--- config.mk ---
export PLATFORM = sky130hd
export DESIGN_NAME = ip_carrier_slot_control
export DESIGN_NICKNAME = d
export VERILOG_FILES = /design/src/rtl/ipc_pkg.sv /design/src/rtl/slot_if.sv /design/src/rtl/ip_carrier_slot_control.sv /design/src/rtl/slot_clock_gen.sv /design/src/rtl/slot_engine.sv
export VERILOG_INCLUDE_DIRS = /design/src /design/src/rtl
export SDC_FILE = /design/constraint.sdc
export NUM_CORES = 1
export LEC_CHECK = 0
export BUFFER_PORTS_ARGS = -buffer_cell sky130_fd_sc_hd__buf_2
export CORE_MARGIN = 2
export CORE_UTILIZATION = 52
export CTS_BUF_LIST = sky130_fd_sc_hd__clkbuf_16
export DETAILED_ROUTE_END_ITERATION = 16
export GPL_TIMING_DRIVEN = 0
export PLACE_DENSITY = 0.85
export REMOVE_ABC_BUFFERS = 1
export SYNTH_ARGS = -nofsm -noshare
export SYNTH_HDL_FRONTEND = slang
export SYNTH_SLANG_ARGS = --single-unit
--- constraint.sdc ---
create_clock -name ref_clk -period 2 [get_ports ref_clk]
set_input_delay 0.3 -clock ref_clk [delete_from_list [all_inputs] [get_ports ref_clk]]
set_output_delay 0.3 -clock ref_clk [all_outputs]
set_load 0.03 [all_outputs]
--- src/rtl/ipc_consts.svh ---
`ifndef IPC_CONSTS_SVH
`define IPC_CONSTS_SVH
`define CLK_NS      25
`define RECOV_NS    1000
`define RECOV_CYC   ((`RECOV_NS + `CLK_NS - 1) / `CLK_NS)
`define TMO_NS      8000
`define TMO_CYC     (`TMO_NS / `CLK_NS)
`define MRST_NS     10000
`define MRST_CYC    (`MRST_NS / `CLK_NS)
`define CNT_W       10
`define NSLOT       3
`define REF_MHZ     6'h28
`define SLOW_MHZ    6'h08
`define FAST_MHZ    6'h20
`define LOGIC_REV   8'h01
`define OFS_REV     8'h00
`define OFS_CTL_A   8'h02
`define OFS_CTL_B   8'h04
`define OFS_CTL_C   8'h06
`define OFS_MRST    8'h0A
`define OFS_STAT    8'h0C
`define CTL_W       9
`define CTL_CLK     0
`define CTL_RECOV   1
`define CTL_TMO_EN  2
`define CTL_ERR_EN  3
`define CTL_EDGE0   4
`define CTL_IRQ_EN0 6
`define CTL_SELX    8
`define STAT_ERR    8
`define STAT_TMO    12
`define SP_REG      2'h0
`define SP_IO       2'h1
`define SP_MEM      2'h2
`define SP_MEM8     2'h3
`define IO_SLOT     8
`define IO_AW       7
`define MEM_SLOT    23
`define MEM8_SLOT   22
`define NO_SLOT     2'h3
`define ONES        16'hFFFF
`endif

--- src/rtl/ipc_pkg.sv ---
`include "ipc_consts.svh"
package ipc_pkg;
   typedef enum {CYC_IDLE, CYC_RECOV, CYC_SEL, CYC_WAIT} cyc_state_t;
   typedef enum logic [1:0] {SPACE_IO, SPACE_ID, SPACE_INT, SPACE_MEM} ip_space_t;
   typedef logic [`CTL_W-1:0] slot_ctl_t;
endpackage

--- src/rtl/slot_if.sv ---
`timescale 1ns/10ps
interface slot_if;
   import ipc_pkg::*;
   slot_ctl_t ctl;
   logic      tick;
   logic      start;
   logic      ackSeen;
   logic      sel;
   logic      done;
   logic      timedOut;
   modport ctrl (output ctl, tick, start, ackSeen, input sel, done, timedOut);
   modport eng  (input ctl, tick, start, ackSeen, output sel, done, timedOut);
endinterface
--- src/rtl/ip_carrier_slot_control.sv ---
// Notes on behaviour
// - control bit 0 picks 8 or 32 MHz
// - recovery bit delays next cycle about 1us
// - bit 2 lets timeout raise interrupt
// - bit 3 lets error line raise interrupt
// - bits 4,5 choose level or edge sensing
// - bits 6,7 enable interrupt lines 0,1
// - bit 8 holds select until first acknowledge
// - reset clears controls; bits 15..9 ignored
// - three control registers at 0x02, 0x04, 0x06
// - offset 0x00 reads revision, writes ignored
// - writing 1 pulses module reset, self-clearing
// - reset bit reads 1 while reset asserted
// - payload reset also asserts module reset
// - status 12..14 latch timeouts, write-1 clears
// - four local windows, register, io, memories
// - no acknowledge in 8us ends cycle, ones
// - status 8..10 show live error lines
// - status 0..5 show requests, write-1 clears edge-latched bits only
// - interrupt out when enabled status bit set
`timescale 1ns/10ps
`include "ipc_consts.svh"
module ip_carrier_slot_control
   import ipc_pkg::*;
(
   input  wire logic        ref_clk,
   input  wire logic        srst,
   input  wire logic [1:0]  lbWindow,
   input  wire logic [24:0] lbAddr,
   input  wire logic        lbRd,
   input  wire logic        lbWr,
   input  wire logic [15:0] lbWrData,
   output logic      [15:0] lbRdData,
   output logic             lbAck,
   output logic             local_irq_out_n,
   input  wire logic        payloadRst_n,
   output logic             moduleReset_n,
   output logic [2:0]       slotClkTick,
   output logic [2:0]       ipSel_n,
   input  wire logic [2:0]  ipAck_n,
   input  wire logic [5:0]  ipIrq_n,
   input  wire logic [2:0]  ipErr_n,
   output logic [22:0]      ipAddr,
   output ip_space_t        ipSpace,
   output logic             ipWrite,
   output logic [15:0]      ipDataOut,
   output logic             ipDataOe,
   input  wire logic [15:0] ipDataIn
);
   // pin synchronisers
   logic [2:0]        ackS1, ackS2;
   logic [5:0]        irqS1, irqS2;
   logic [2:0]        errS1, errS2;
   logic              prstS1, prstS2;
   logic [15:0]       datS1, datS2;

   // register group
   slot_ctl_t         ctl [`NSLOT];
   slot_ctl_t         next_ctl [`NSLOT];
   logic [`CNT_W-1:0] mrstCnt, next_mrstCnt;
   logic [5:0]        edgeLatch, next_edgeLatch;
   logic [2:0]        tmoFlag, next_tmoFlag;
   logic [5:0]        irqPrev;
   logic              next_irqOut_n;
   logic              next_moduleReset_n;

   // bus group
   logic              pend, next_pend;
   logic [1:0]        pendSlot, next_pendSlot;
   logic              mem8, next_mem8;
   logic [2:0]        start, next_start;
   logic [15:0]       next_lbRdData;
   logic              next_lbAck;
   logic [22:0]       next_ipAddr;
   ip_space_t         next_ipSpace;
   logic              next_ipWrite;
   logic [15:0]       next_ipDataOut;

   // derived
   logic [2:0]        engDone, engTmo;
   logic [5:0]        irqStat;
   logic [2:0]        errLive;
   logic [15:0]       statWord;
   logic              anyIrq;
   logic              mrstActive;
   logic              regWr, regRd;
   logic [1:0]        reqSlot;
   logic [22:0]       reqAddr;
   ip_space_t         reqSpace;

   slot_if sl [`NSLOT] ();

   genvar g;
   for (g = 0; g < `NSLOT; g++) begin : gSlot
      assign sl[g].ctl     = ctl[g];
      assign sl[g].tick    = slotClkTick[g];
      assign sl[g].start   = start[g];
      assign sl[g].ackSeen = ~ackS2[g];
      assign engDone[g]    = sl[g].done;
      assign engTmo[g]     = sl[g].done & sl[g].timedOut;
      assign ipSel_n[g]    = ~sl[g].sel;
      slot_clock_gen u_slot_clock_gen (
         .ref_clk (ref_clk),
         .srst    (srst),
         .fast    (ctl[g][`CTL_CLK]),
         .tick    (slotClkTick[g])
      );
      slot_engine u_slot_engine (
         .ref_clk (ref_clk),
         .srst    (srst),
         .sl      (sl[g])
      );
   end

   always_ff @(posedge ref_clk) begin
      if (srst) begin
         ackS1  <= '1;
         ackS2  <= '1;
         irqS1  <= '1;
         irqS2  <= '1;
         errS1  <= '1;
         errS2  <= '1;
         prstS1 <= 1'b0;
         prstS2 <= 1'b0;
         datS1  <= '0;
         datS2  <= '0;
      end else begin
         ackS1  <= ipAck_n;
         ackS2  <= ackS1;
         irqS1  <= ipIrq_n;
         irqS2  <= irqS1;
         errS1  <= ipErr_n;
         errS2  <= errS1;
         prstS1 <= ~payloadRst_n;
         prstS2 <= prstS1;
         datS1  <= ipDataIn;
         datS2  <= datS1;
      end
   end

   assign regWr      = lbWr && !pend && lbWindow == `SP_REG;
   assign regRd      = lbRd && !pend && lbWindow == `SP_REG;
   assign mrstActive = (mrstCnt != '0) || prstS2;
   assign errLive    = ~errS2;
   assign ipDataOe   = pend && ipWrite;

   // status word and interrupt merge
   always_comb begin
      anyIrq   = 1'b0;
      statWord = '0;
      for (int k = 0; k < 2 * `NSLOT; k++) begin
         irqStat[k] = ctl[k / 2][`CTL_EDGE0 + k % 2] ? edgeLatch[k] : ~irqS2[k];
      end
      statWord[5:0] = irqStat;
      statWord[`STAT_ERR +: `NSLOT] = errLive;
      statWord[`STAT_TMO +: `NSLOT] = tmoFlag;
      for (int s = 0; s < `NSLOT; s++) begin
         anyIrq |= irqStat[2 * s] & ctl[s][`CTL_IRQ_EN0];
         anyIrq |= irqStat[2 * s + 1] & ctl[s][`CTL_IRQ_EN0 + 1];
         anyIrq |= tmoFlag[s] & ctl[s][`CTL_TMO_EN];
         anyIrq |= errLive[s] & ctl[s][`CTL_ERR_EN];
      end
   end

   always_comb begin
      next_ctl       = ctl;
      next_mrstCnt   = (mrstCnt != '0) ? mrstCnt - 1'b1 : mrstCnt;
      next_edgeLatch = edgeLatch;
      next_tmoFlag   = tmoFlag;
      if (regWr) begin
         unique case (lbAddr[7:0])
            `OFS_CTL_A: next_ctl[0] = lbWrData[`CTL_W-1:0];
            `OFS_CTL_B: next_ctl[1] = lbWrData[`CTL_W-1:0];
            `OFS_CTL_C: next_ctl[2] = lbWrData[`CTL_W-1:0];
            `OFS_MRST: begin
               if (lbWrData[0]) begin
                  next_mrstCnt = `CNT_W'(`MRST_CYC);
               end
            end
            `OFS_STAT: begin
               next_edgeLatch = edgeLatch & ~lbWrData[5:0];
               next_tmoFlag   = tmoFlag & ~lbWrData[`STAT_TMO +: `NSLOT];
            end
            default: ;
         endcase
      end
      for (int k = 0; k < 2 * `NSLOT; k++) begin
         if (ctl[k / 2][`CTL_EDGE0 + k % 2] && irqPrev[k] && !irqS2[k]) begin
            next_edgeLatch[k] = 1'b1;
         end
      end
      next_tmoFlag       = next_tmoFlag | engTmo;
      next_moduleReset_n = !((next_mrstCnt != '0) || prstS2);
      next_irqOut_n      = !anyIrq;
   end

   always_ff @(posedge ref_clk) begin
      if (srst) begin
         ctl             <= '{default: '0};
         mrstCnt         <= '0;
         edgeLatch       <= '0;
         tmoFlag         <= '0;
         irqPrev         <= '1;
         local_irq_out_n <= 1'b1;
         moduleReset_n   <= 1'b0;
      end else begin
         ctl             <= next_ctl;
         mrstCnt         <= next_mrstCnt;
         edgeLatch       <= next_edgeLatch;
         tmoFlag         <= next_tmoFlag;
         irqPrev         <= irqS2;
         local_irq_out_n <= next_irqOut_n;
         moduleReset_n   <= next_moduleReset_n;
      end
   end

   always_comb begin
      reqSlot  = lbAddr[`MEM8_SLOT +: 2];
      reqAddr  = {1'b0, lbAddr[`MEM8_SLOT-1:0]};
      reqSpace = SPACE_MEM;
      unique case (lbWindow)
         `SP_IO: begin
            reqSlot  = lbAddr[`IO_SLOT +: 2];
            reqAddr  = {16'h0000, lbAddr[`IO_AW-1:0]};
            reqSpace = !lbAddr[`IO_AW] ? SPACE_IO :
                       (lbAddr[`IO_AW-1] ? SPACE_INT : SPACE_ID);
         end
         `SP_MEM: begin
            reqSlot = lbAddr[`MEM_SLOT +: 2];
            reqAddr = lbAddr[`MEM_SLOT-1:0];
         end
         default: ;
      endcase
   end

   always_comb begin
      next_pend      = pend;
      next_pendSlot  = pendSlot;
      next_mem8      = mem8;
      next_start     = '0;
      next_lbRdData  = lbRdData;
      next_lbAck     = 1'b0;
      next_ipAddr    = ipAddr;
      next_ipSpace   = ipSpace;
      next_ipWrite   = ipWrite;
      next_ipDataOut = ipDataOut;
      if (regRd || regWr) begin
         next_lbAck    = 1'b1;
         next_lbRdData = '0;
         if (regRd) begin
            unique case (lbAddr[7:0])
               `OFS_REV:   next_lbRdData = {8'h00, `LOGIC_REV};
               `OFS_CTL_A: next_lbRdData = {7'h00, ctl[0]};
               `OFS_CTL_B: next_lbRdData = {7'h00, ctl[1]};
               `OFS_CTL_C: next_lbRdData = {7'h00, ctl[2]};
               `OFS_MRST:  next_lbRdData = {15'h0000, mrstActive};
               `OFS_STAT:  next_lbRdData = statWord;
               default:    next_lbRdData = '0;
            endcase
         end
      end else if ((lbRd || lbWr) && !pend) begin
         if (reqSlot == `NO_SLOT) begin
            next_lbAck    = 1'b1;
            next_lbRdData = `ONES;
         end else begin
            next_pend          = 1'b1;
            next_pendSlot      = reqSlot;
            next_mem8          = (lbWindow == `SP_MEM8);
            next_start[reqSlot] = 1'b1;
            next_ipAddr        = reqAddr;
            next_ipSpace       = reqSpace;
            next_ipWrite       = lbWr;
            next_ipDataOut     = lbWrData;
         end
      end else if (pend && engDone[pendSlot]) begin
         next_pend  = 1'b0;
         next_lbAck = 1'b1;
         if (engTmo[pendSlot]) begin
            next_lbRdData = `ONES;
         end else if (mem8) begin
            next_lbRdData = {8'h00, datS2[7:0]};
         end else begin
            next_lbRdData = datS2;
         end
      end
   end

   always_ff @(posedge ref_clk) begin
      if (srst) begin
         pend      <= 1'b0;
         pendSlot  <= '0;
         mem8      <= 1'b0;
         start     <= '0;
         lbRdData  <= '0;
         lbAck     <= 1'b0;
         ipAddr    <= '0;
         ipSpace   <= SPACE_IO;
         ipWrite   <= 1'b0;
         ipDataOut <= '0;
      end else begin
         pend      <= next_pend;
         pendSlot  <= next_pendSlot;
         mem8      <= next_mem8;
         start     <= next_start;
         lbRdData  <= next_lbRdData;
         lbAck     <= next_lbAck;
         ipAddr    <= next_ipAddr;
         ipSpace   <= next_ipSpace;
         ipWrite   <= next_ipWrite;
         ipDataOut <= next_ipDataOut;
      end
   end

   property p_ctl_reset;
      @(posedge ref_clk) srst |=> (ctl[0] == '0 && ctl[1] == '0 && ctl[2] == '0);
   endproperty
   a_ctl_reset: assert property (p_ctl_reset) else $error("controls not cleared");

   property p_rev_read;
      @(posedge ref_clk) disable iff (srst)
      (regRd && lbAddr[7:0] == `OFS_REV) |=> (lbAck && lbRdData[7:0] == `LOGIC_REV);
   endproperty
   a_rev_read: assert property (p_rev_read) else $error("revision read wrong");

   property p_mrst_pulse;
      @(posedge ref_clk) disable iff (srst)
      (regWr && lbAddr[7:0] == `OFS_MRST && lbWrData[0]) |=> (!moduleReset_n) [*8];
   endproperty
   a_mrst_pulse: assert property (p_mrst_pulse) else $error("module reset not held");

   property p_payload_rst;
      @(posedge ref_clk) disable iff (srst)
      prstS2 |-> (mrstActive ##1 !moduleReset_n);
   endproperty
   a_payload_rst: assert property (p_payload_rst) else $error("payload reset missed");

   property p_tmo_flag;
      @(posedge ref_clk) disable iff (srst)
      engTmo[2] |=> (tmoFlag[2] ##1 (tmoFlag[2] || $past(regWr)));
   endproperty
   a_tmo_flag: assert property (p_tmo_flag) else $error("timeout flag lost");

   property p_no_enable;
      @(posedge ref_clk) disable iff (srst)
      ((ctl[0] | ctl[1] | ctl[2]) & `CTL_W'(9'h0CC)) == '0 |=> local_irq_out_n;
   endproperty
   a_no_enable: assert property (p_no_enable) else $error("interrupt without enable");
endmodule

--- src/rtl/slot_clock_gen.sv ---
`timescale 1ns/10ps
`include "ipc_consts.svh"
module slot_clock_gen (
   input  wire logic ref_clk,
   input  wire logic srst,
   input  wire logic fast,
   output logic      tick
);
   logic [5:0] acc,  next_acc;
   logic [6:0] sum;
   logic       next_tick;

   always_comb begin
      sum       = {1'b0, acc} + {1'b0, (fast ? `FAST_MHZ : `SLOW_MHZ)};
      next_acc  = sum[5:0];
      next_tick = 1'b0;
      if (sum >= {1'b0, `REF_MHZ}) begin
         next_acc  = 6'(sum - {1'b0, `REF_MHZ});
         next_tick = 1'b1;
      end
   end

   always_ff @(posedge ref_clk) begin
      if (srst) begin
         acc  <= '0;
         tick <= 1'b0;
      end else begin
         acc  <= next_acc;
         tick <= next_tick;
      end
   end

   property p_slow_spacing;
      @(posedge ref_clk) disable iff (srst)
      (tick && !fast) |=> (!tick || fast) [*4];
   endproperty
   a_slow_spacing: assert property (p_slow_spacing) else $error("slow tick too close");
endmodule

--- src/rtl/slot_engine.sv ---
`timescale 1ns/10ps
`include "ipc_consts.svh"
module slot_engine
   import ipc_pkg::*;
(
   input wire logic ref_clk,
   input wire logic srst,
   slot_if.eng      sl
);
   cyc_state_t        state,  next_state;
   logic [`CNT_W-1:0] recCnt, next_recCnt;
   logic [`CNT_W-1:0] tmoCnt, next_tmoCnt;
   logic              done,   next_done;
   logic              tmo,    next_tmo;
   logic              tmoHit;

   assign tmoHit      = (tmoCnt == `CNT_W'(`TMO_CYC - 1));
   assign sl.sel      = (state == CYC_SEL);
   assign sl.done     = done;
   assign sl.timedOut = tmo;

   always_comb begin
      next_state  = state;
      next_recCnt = (recCnt != '0) ? recCnt - 1'b1 : recCnt;
      next_tmoCnt = '0;
      next_done   = 1'b0;
      next_tmo    = 1'b0;
      unique case (state)
         CYC_IDLE: begin
            if (sl.start) begin
               if (sl.ctl[`CTL_RECOV] && recCnt != '0) begin
                  next_state = CYC_RECOV;
               end else begin
                  next_state = CYC_SEL;
               end
            end
         end
         CYC_RECOV: begin
            if (recCnt == '0) begin
               next_state = CYC_SEL;
            end
         end
         CYC_SEL, CYC_WAIT: begin
            next_tmoCnt = tmoCnt + 1'b1;
            if (sl.ackSeen || tmoHit) begin
               next_done   = 1'b1;
               next_tmo    = !sl.ackSeen;
               next_state  = CYC_IDLE;
               next_recCnt = `CNT_W'(`RECOV_CYC);
               next_tmoCnt = '0;
            end else if (state == CYC_SEL && !sl.ctl[`CTL_SELX] && sl.tick) begin
               next_state = CYC_WAIT;
            end
         end
      endcase
   end

   always_ff @(posedge ref_clk) begin
      if (srst) begin
         state  <= CYC_IDLE;
         recCnt <= '0;
         tmoCnt <= '0;
         done   <= 1'b0;
         tmo    <= 1'b0;
      end else begin
         state  <= next_state;
         recCnt <= next_recCnt;
         tmoCnt <= next_tmoCnt;
         done   <= next_done;
         tmo    <= next_tmo;
      end
   end

   property p_recov_wait;
      @(posedge ref_clk) disable iff (srst)
      ($rose(sl.sel) && sl.ctl[`CTL_RECOV]) |-> ($past(recCnt) <= 1);
   endproperty
   a_recov_wait: assert property (p_recov_wait) else $error("select before recovery");

   property p_single_sel;
      @(posedge ref_clk) disable iff (srst)
      (sl.sel && !sl.ctl[`CTL_SELX] && sl.tick && !sl.ackSeen) |=> !sl.sel;
   endproperty
   a_single_sel: assert property (p_single_sel) else $error("single select too long");

   property p_ext_sel;
      @(posedge ref_clk) disable iff (srst)
      (sl.sel && sl.ctl[`CTL_SELX] && !sl.ackSeen && !tmoHit) |=> sl.sel;
   endproperty
   a_ext_sel: assert property (p_ext_sel) else $error("extended select dropped");

   property p_tmo_time;
      @(posedge ref_clk) disable iff (srst)
      tmo |-> ($past(tmoCnt) == `CNT_W'(`TMO_CYC - 1));
   endproperty
   a_tmo_time: assert property (p_tmo_time) else $error("timeout at wrong count");
endmodule

# Yosys cells after proc, flatten, opt, wreduce, memory -nomap -nowiden
# Cells that the tools add are included.
classes:
  addsub: 13
  n_lt_le_gt_ge: 6
  n_eq_ne: 35
  n_mux: 85
  bitwise: 54
  reduce_logical: 103
ops:
  columns: ["cell", "n"]
  rows:
  - ["32-bit 2-to-1 mux", 12]
  - ["32-bit case mux with 3 select lines", 3]
  - ["32-bit by 2-bit equality test with 1-bit output (second input constant)", 6]
  - ["10-bit 2-to-1 mux", 13]
  - ["32-bit by 1-bit equality test with 1-bit output (second input constant)", 3]
  - ["32-bit by 3-bit equality test with 1-bit output (second input constant)", 3]
  - ["32-bit zero test", 3]
  - ["16-bit 2-to-1 mux", 6]
  - ["15-bit case mux with 6 select lines", 1]
  - ["10-bit nonzero test", 5]
  - ["6-bit 2-to-1 mux", 8]
  - ["23-bit case mux with 2 select lines", 1]
  - ["10-bit by 1-bit subtractor with 10-bit output (second input constant)", 4]
  - ["10-bit by 1-bit adder with 10-bit output (second input constant)", 3]
  - ["10-bit by 9-bit equality test with 1-bit output (second input constant)", 3]
  - ["10-bit zero test", 3]
  - ["1-bit logical AND", 29]
  - ["1-bit 2-to-1 mux", 28]
  - ["2-bit nonzero test", 13]
  - ["1-bit NOT", 22]
  - ["6-bit by 6-bit adder with 7-bit output", 3]
  - ["7-bit by 6-bit >= comparator with 1-bit output (second input constant)", 3]
  - ["2-bit AND reduction", 10]
  - ["3-bit OR reduction", 6]
  - ["other kinds (33)", 105]
totals:
  register_bits: 361
  inputBits: 76
  out_inout_bits: 68
  elab_cells: 351

# Depth between registers and ports, before layout
depth:
  word_depth: 15
  mapped_depth: 10
  depth_no_buf: 10

# Hierarchy
# A second synthesis with hierarchy kept.
hier_totals:
  cells_unflattened: 1189
  area_unflattened_um2: 10961.8
by_module_without_submodules:
  columns: ["module", "instances", "cells_each", "area_per_inst_um2"]
  rows:
  - ["ip_carrier_slot_control", 1, 745, 6915.4]
  - ["slot_engine (gSlot[0].u_slot_engine ...)", 2, 122, 1083.5]
  - ["slot_engine (gSlot[2].u_slot_engine)", 1, 122, 1121.1]
  - ["slot_clock_gen", 3, 26, 252.7]

# Worst setup path before layout
# No wires, ideal clock.
synth_path:
  kind: "input port to flip-flop"
  from: "in lbWindow[0]"
  to: "reg moduleReset_n"
  arrival_ns: 1.967
  t_required_ns: 1.897
  setup_slack_ns: -0.071
  stages: 7
  cell_sequence: "inv_1 ha_1 nor2b_1 nand4b_2 or4b_4 a21o_1 a2111oi_2"
synth_via:
  elab_chain_len: 6
synth_rtl:
  columns: ["element", "line", "text"]
  rows:
  - ["start, declared", "ip_carrier_slot_control.sv:28", "input wire logic [1:0] lbWindow,"]
  - ["2-bit zero test (no source line)", null, null]
  - ["1-bit logical AND (no source line)", null, null]
  - ["10-bit 2-to-1 mux", "ip_carrier_slot_control.sv:170", "if (regWr) begin"]
  - ["10-bit nonzero test", "ip_carrier_slot_control.sv:193", "next_moduleReset_n = !((next_mrstCnt != '0) || prstS2);"]
  - ["1-bit logical OR", "ip_carrier_slot_control.sv:193", null]
  - ["1-bit zero test", "ip_carrier_slot_control.sv:193", null]
  - ["end signal, assigned", "ip_carrier_slot_control.sv:213", "moduleReset_n <= next_moduleReset_n;"]
  - ["end, declared", "ip_carrier_slot_control.sv:37", "output logic moduleReset_n,"]
# No other way between the ends.
# A chain may end at the register's enable or synchronous reset.

# Worst setup path in the final report
layout_path:
  from: "reg mrstCnt[0]"
  to: "reg lbRdData[0]"
layout_via:
  elab_chain_len: 5
layout_rtl:
  columns: ["element", "line", "text"]
  rows:
  - ["start, declared", "ip_carrier_slot_control.sv:60", "logic [`CNT_W-1:0] mrstCnt, next_mrstCnt;"]
  - ["start signal, assigned", "ip_carrier_slot_control.sv:208", "mrstCnt <= next_mrstCnt;"]
  - ["10-bit nonzero test", "ip_carrier_slot_control.sv:143", "assign mrstActive = (mrstCnt != '0) || prstS2;"]
  - ["1-bit logical OR", "ip_carrier_slot_control.sv:143", null]
  - ["15-bit case mux with 6 select lines", "ip_carrier_slot_control.sv:251", "unique case (lbAddr[7:0])"]
  - ["15-bit 2-to-1 mux", "ip_carrier_slot_control.sv:250", "if (regRd) begin"]
  - ["16-bit 2-to-1 mux", "ip_carrier_slot_control.sv:247", "if (regRd || regWr) begin"]
  - ["end signal, assigned", "ip_carrier_slot_control.sv:305", "lbRdData <= next_lbRdData;"]
  - ["end, declared", "ip_carrier_slot_control.sv:33", "output logic [15:0] lbRdData,"]
# No other way between the ends.

==> metrics.txt <==
Slew Limit Fails=0; clk_skew=roughly 28 ps; status=finished clean; hpwl dp=17.2 mm; starting density of the core=52.7%; Final TNS setup=0 ps; DRT Pass-1 Iters=8; CP Launch Type=flip-flop; H-tree depth=1; pwr dens=around 1200 mW/mm2; post-synthesis mux area share=3.68%; worst r2r path cells=7; Synth Area in XOR/XNOR=4.14%; post-synthesis adder-cell area fraction=approximately 3.2%; fin crit share=between 90% and 100%; Die Area=about 0.022 mm2; Reg-to-Reg Start=mrstCnt[0]; clk root buf=clkbuf_16; Post-route DRC=0; Worst-Margin Slew=approximately 740 ps; CTS buffer count=26; CP startpoint=mrstCnt[0]; Worst R2R End=lbRdData[0]; Setup CP Type=flip-flop to flip-flop; leakage power=0.00557 uW; Synth Flop Type=dfxtp_1; initial antenna violation count=1; clock-pin slew on the worst setup and hold paths=around 60 ps; Post-synth EDFFs=0; Worst EP arrival=~2400 ps; wire length per cell=16.6 um; clk buf depth=3; count of cell types in the netlist=63; Worst-Skew Late Latency=550 ps; vias=roughly 9,200; Finished Cell Area=about 0.013 mm2; global route total overflow=0; placed cell areas=~0.012 mm2; Avg Cell Area, Syn=8.99 um2; crit-path max FO=9; Critical Path End Type=flip-flop; GRT Overall Usage=24.1%; pre-CTS setup slack=-804 ps; Die H=147 um; Tmin final=between 1500 and 2000 ps; Synth Register Bits=about 260; vias in the first global route=about 8,900; Syn Std Cell Area=~0.011 mm2; hold crit path type=primary input to flip-flop; worst setup margin=~19 ps; Nets=around 1,500; Syn Inst Count=1,178; Max-cap violations=0; largest family of logic cells by synthesized area=simple AND/OR/NAND/NOR gates; GPL Wtd Cong=0.883; Final Setup Violations=0; slew margin rel.=about half; CTS sink cnt=about 260; worst vdd ir=roughly 0.00086 V; core area=between 0.02 and 0.025 mm2; Reg2Reg Setup Slack=20 ps; I/O pin count=between 100 and 150; Die Wd=147 um; IO Port Bufs=approximately 140; Final Hold Vio Count=0; antenna-violating nets left=0; final wirelength=around 28 mm; compound-gate portion of the synthesized area=13.2%; first-pass GRT wire length=approximately 43 mm; CTS tree=built; fmax=between 500 and 600 MHz; post-synthesis simple-gate area fraction=roughly 22%; Vias/cell=between 5 and 6; Synth warnings=0; row count=52; share of layout cells above drive strength 1=roughly 22%; register area share after synthesis=about half; 1st-iter DRT viols=876; largest net degree at the start of global routing=slightly below 100; CP required=~2400 ps; Post-synth ARST share=0%; area delta synth->final=26.3%; critical path endpoint=lbRdData[0]
-- what timing repair did --
item                       in CTS  in global routing
cloned                          0                  1
hold buffers                   45                  0
hold endpoints to repair       45                  0
gates resized for setup        30                 33
pin swaps                       4                  6
setup buffers                   5                 15
setup endpoints to repair      89                 95
-- report_power, final --
group	total [uW]	leakage (uW)	switching (uW)	internal [uW]
sequential	6390	0.00215	543	5840
clock	5200	0.000445	2050	3150
combinational	4710	0.00298	2690	2020
-- how the worst min path moves through the flow --
| stage | start | endpoint | cells after the start |
|---|---|---|---|
| global placement | ackS1[2] | ackS2[2] | 1 |
| floorplan | payloadRst_n | prstS1 | 1 |
| finish | ipDataIn[1] | datS1[1] | 2 |
| detailed placement | ackS1[0] | ackS2[0] | 1 |
| CTS | lbAddr[5] | ipAddr[5] | 3 |
| global route | ipDataIn[1] | datS1[1] | 2 |
-- through the flow --
step | util [%] | std cells | power [uW] | hold WS, ps
final | 66.5 | 1658 | 16300 | 19.4
after global routing | 66.5 | 1657 | 17200 | 21.3
after CTS | 65.1 | 1640 | 15900 | 18.2
after detailed placement | 57.5 | 1542 | 10400 | 393
after global placement | 56.8 | 1537 | 10200 | 393
after floorplan | - | 1124 | 9340 | 367
-- cells in the final DEF (no fill, tap or decap), drive strengths merged, types with 19 or more instances in the layout --
cell	Yosys	routed
clkbuf	44	26
xnor2	33	33
buf	10	168
dlygate4sd3	0	45
nand3	26	26
inv	53	54
ha	27	27
mux2i	31	31
nand2b	19	19
nor2	132	132
dfxtp	262	262
nor3	24	24
a21oi	85	85
nor2b	49	49
or2	24	24
nand2	133	133
o21ai	32	33
-- synth_stat cells (3+ instances only) --
library cell  count  area [um2]
a211oi_1         10        75.1
a21o_1            3        22.5
a21oi_1          85         425
a221oi_1          8        70.1
a22o_1           15         131
a22oi_1           9        67.6
a311oi_1         10        87.6
a31oi_1           8        50.1
a32oi_1          11        96.3
and2_1            5        31.3
and3_1           10        62.6
buf_1             5        18.8
buf_4             3        22.5
clkbuf_1         44         165
dfxtp_1         262        5250
ha_1             27         338
inv_1            53         199
mux2_2            7        78.8
mux2i_1          31         310
nand2_1         133         499
nand2b_1         19         119
nand3_1          26         130
nand3b_1          6        45.0
nand4b_1          7        61.3
nor2_1          132         495
nor2b_1          49         307
nor3_1           24         120
nor3b_1           5        37.5
nor4_1           10        62.6
o21a_1            4        30.0
o21ai_0          31         155
o21bai_1          3        22.5
o31ai_1           4        30.0
or2_2            24         150
or3_1             6        37.5
or4_1             4        30.0
or4b_2            3        30.0
xnor2_1          33         289
xor2_1           17         149
-- cells by family after synthesis --
logic type               count (synthesis)
AND/OR/NAND/NOR                        477
flip-flops                             262
AO/OA/AOI/OAI                          217
buffers and inverters                  107
XOR/XNOR                                50
multiplexers                            38
adder cells (fa/ha/maj)                 27
-- final cells by class --
cell class | count | area, um2
Antenna cell | 2 | 5.00
Clock buffer | 26 | 651
Clock inverter | 22 | 274
Fill cell | 1463 | 6740
Inverter | 53 | 199
Multi-Input combinational cell | 810 | 5210
Sequential cell | 262 | 5250
Tap cell | 270 | 338
Timing Repair Buffer | 213 | 1440
-- metal layers --
| layer | up-vias | global-route usage, % | wire length, um |
|---|---|---|---|
| li1 | 4418 | - | - |
| met3 | 61 | 4.41 | 2010 |
| met1 | 4407 | 29.8 | 11100 |
| met2 | 363 | 42.3 | 13800 |
| met5 | - | 0 | 0 |
| met4 | 0 | 7.96 | 667 |
-- state kept, by name, indices dropped and copies added (netlist names), 6 cells and up --
name / cells
edgeLatch: 6
lbRdData: 16
datS2: 16
ipAddr: 23
gSlot.u_slot_engine.recCnt: 30
sl.ctl: 27
gSlot.u_slot_clock_gen.acc: 9
gSlot.u_slot_engine.state: 6
irqPrev: 6
mrstCnt: 10
datS1: 16
ipDataOut: 16
gSlot.u_slot_engine.tmoCnt: 30
irqS2: 6
irqS1: 6
-- critical path, cell delays in order (launching register included) --
cell      delay (ps)
dfxtp_2          360
inv_1            110
ha_1             180
nor3b_4          390
nand3_4          210
o21ai_0          300
a21bo_2          210
a311oi_1          80
Note: power is estimated with default switching activity, not from simulation.
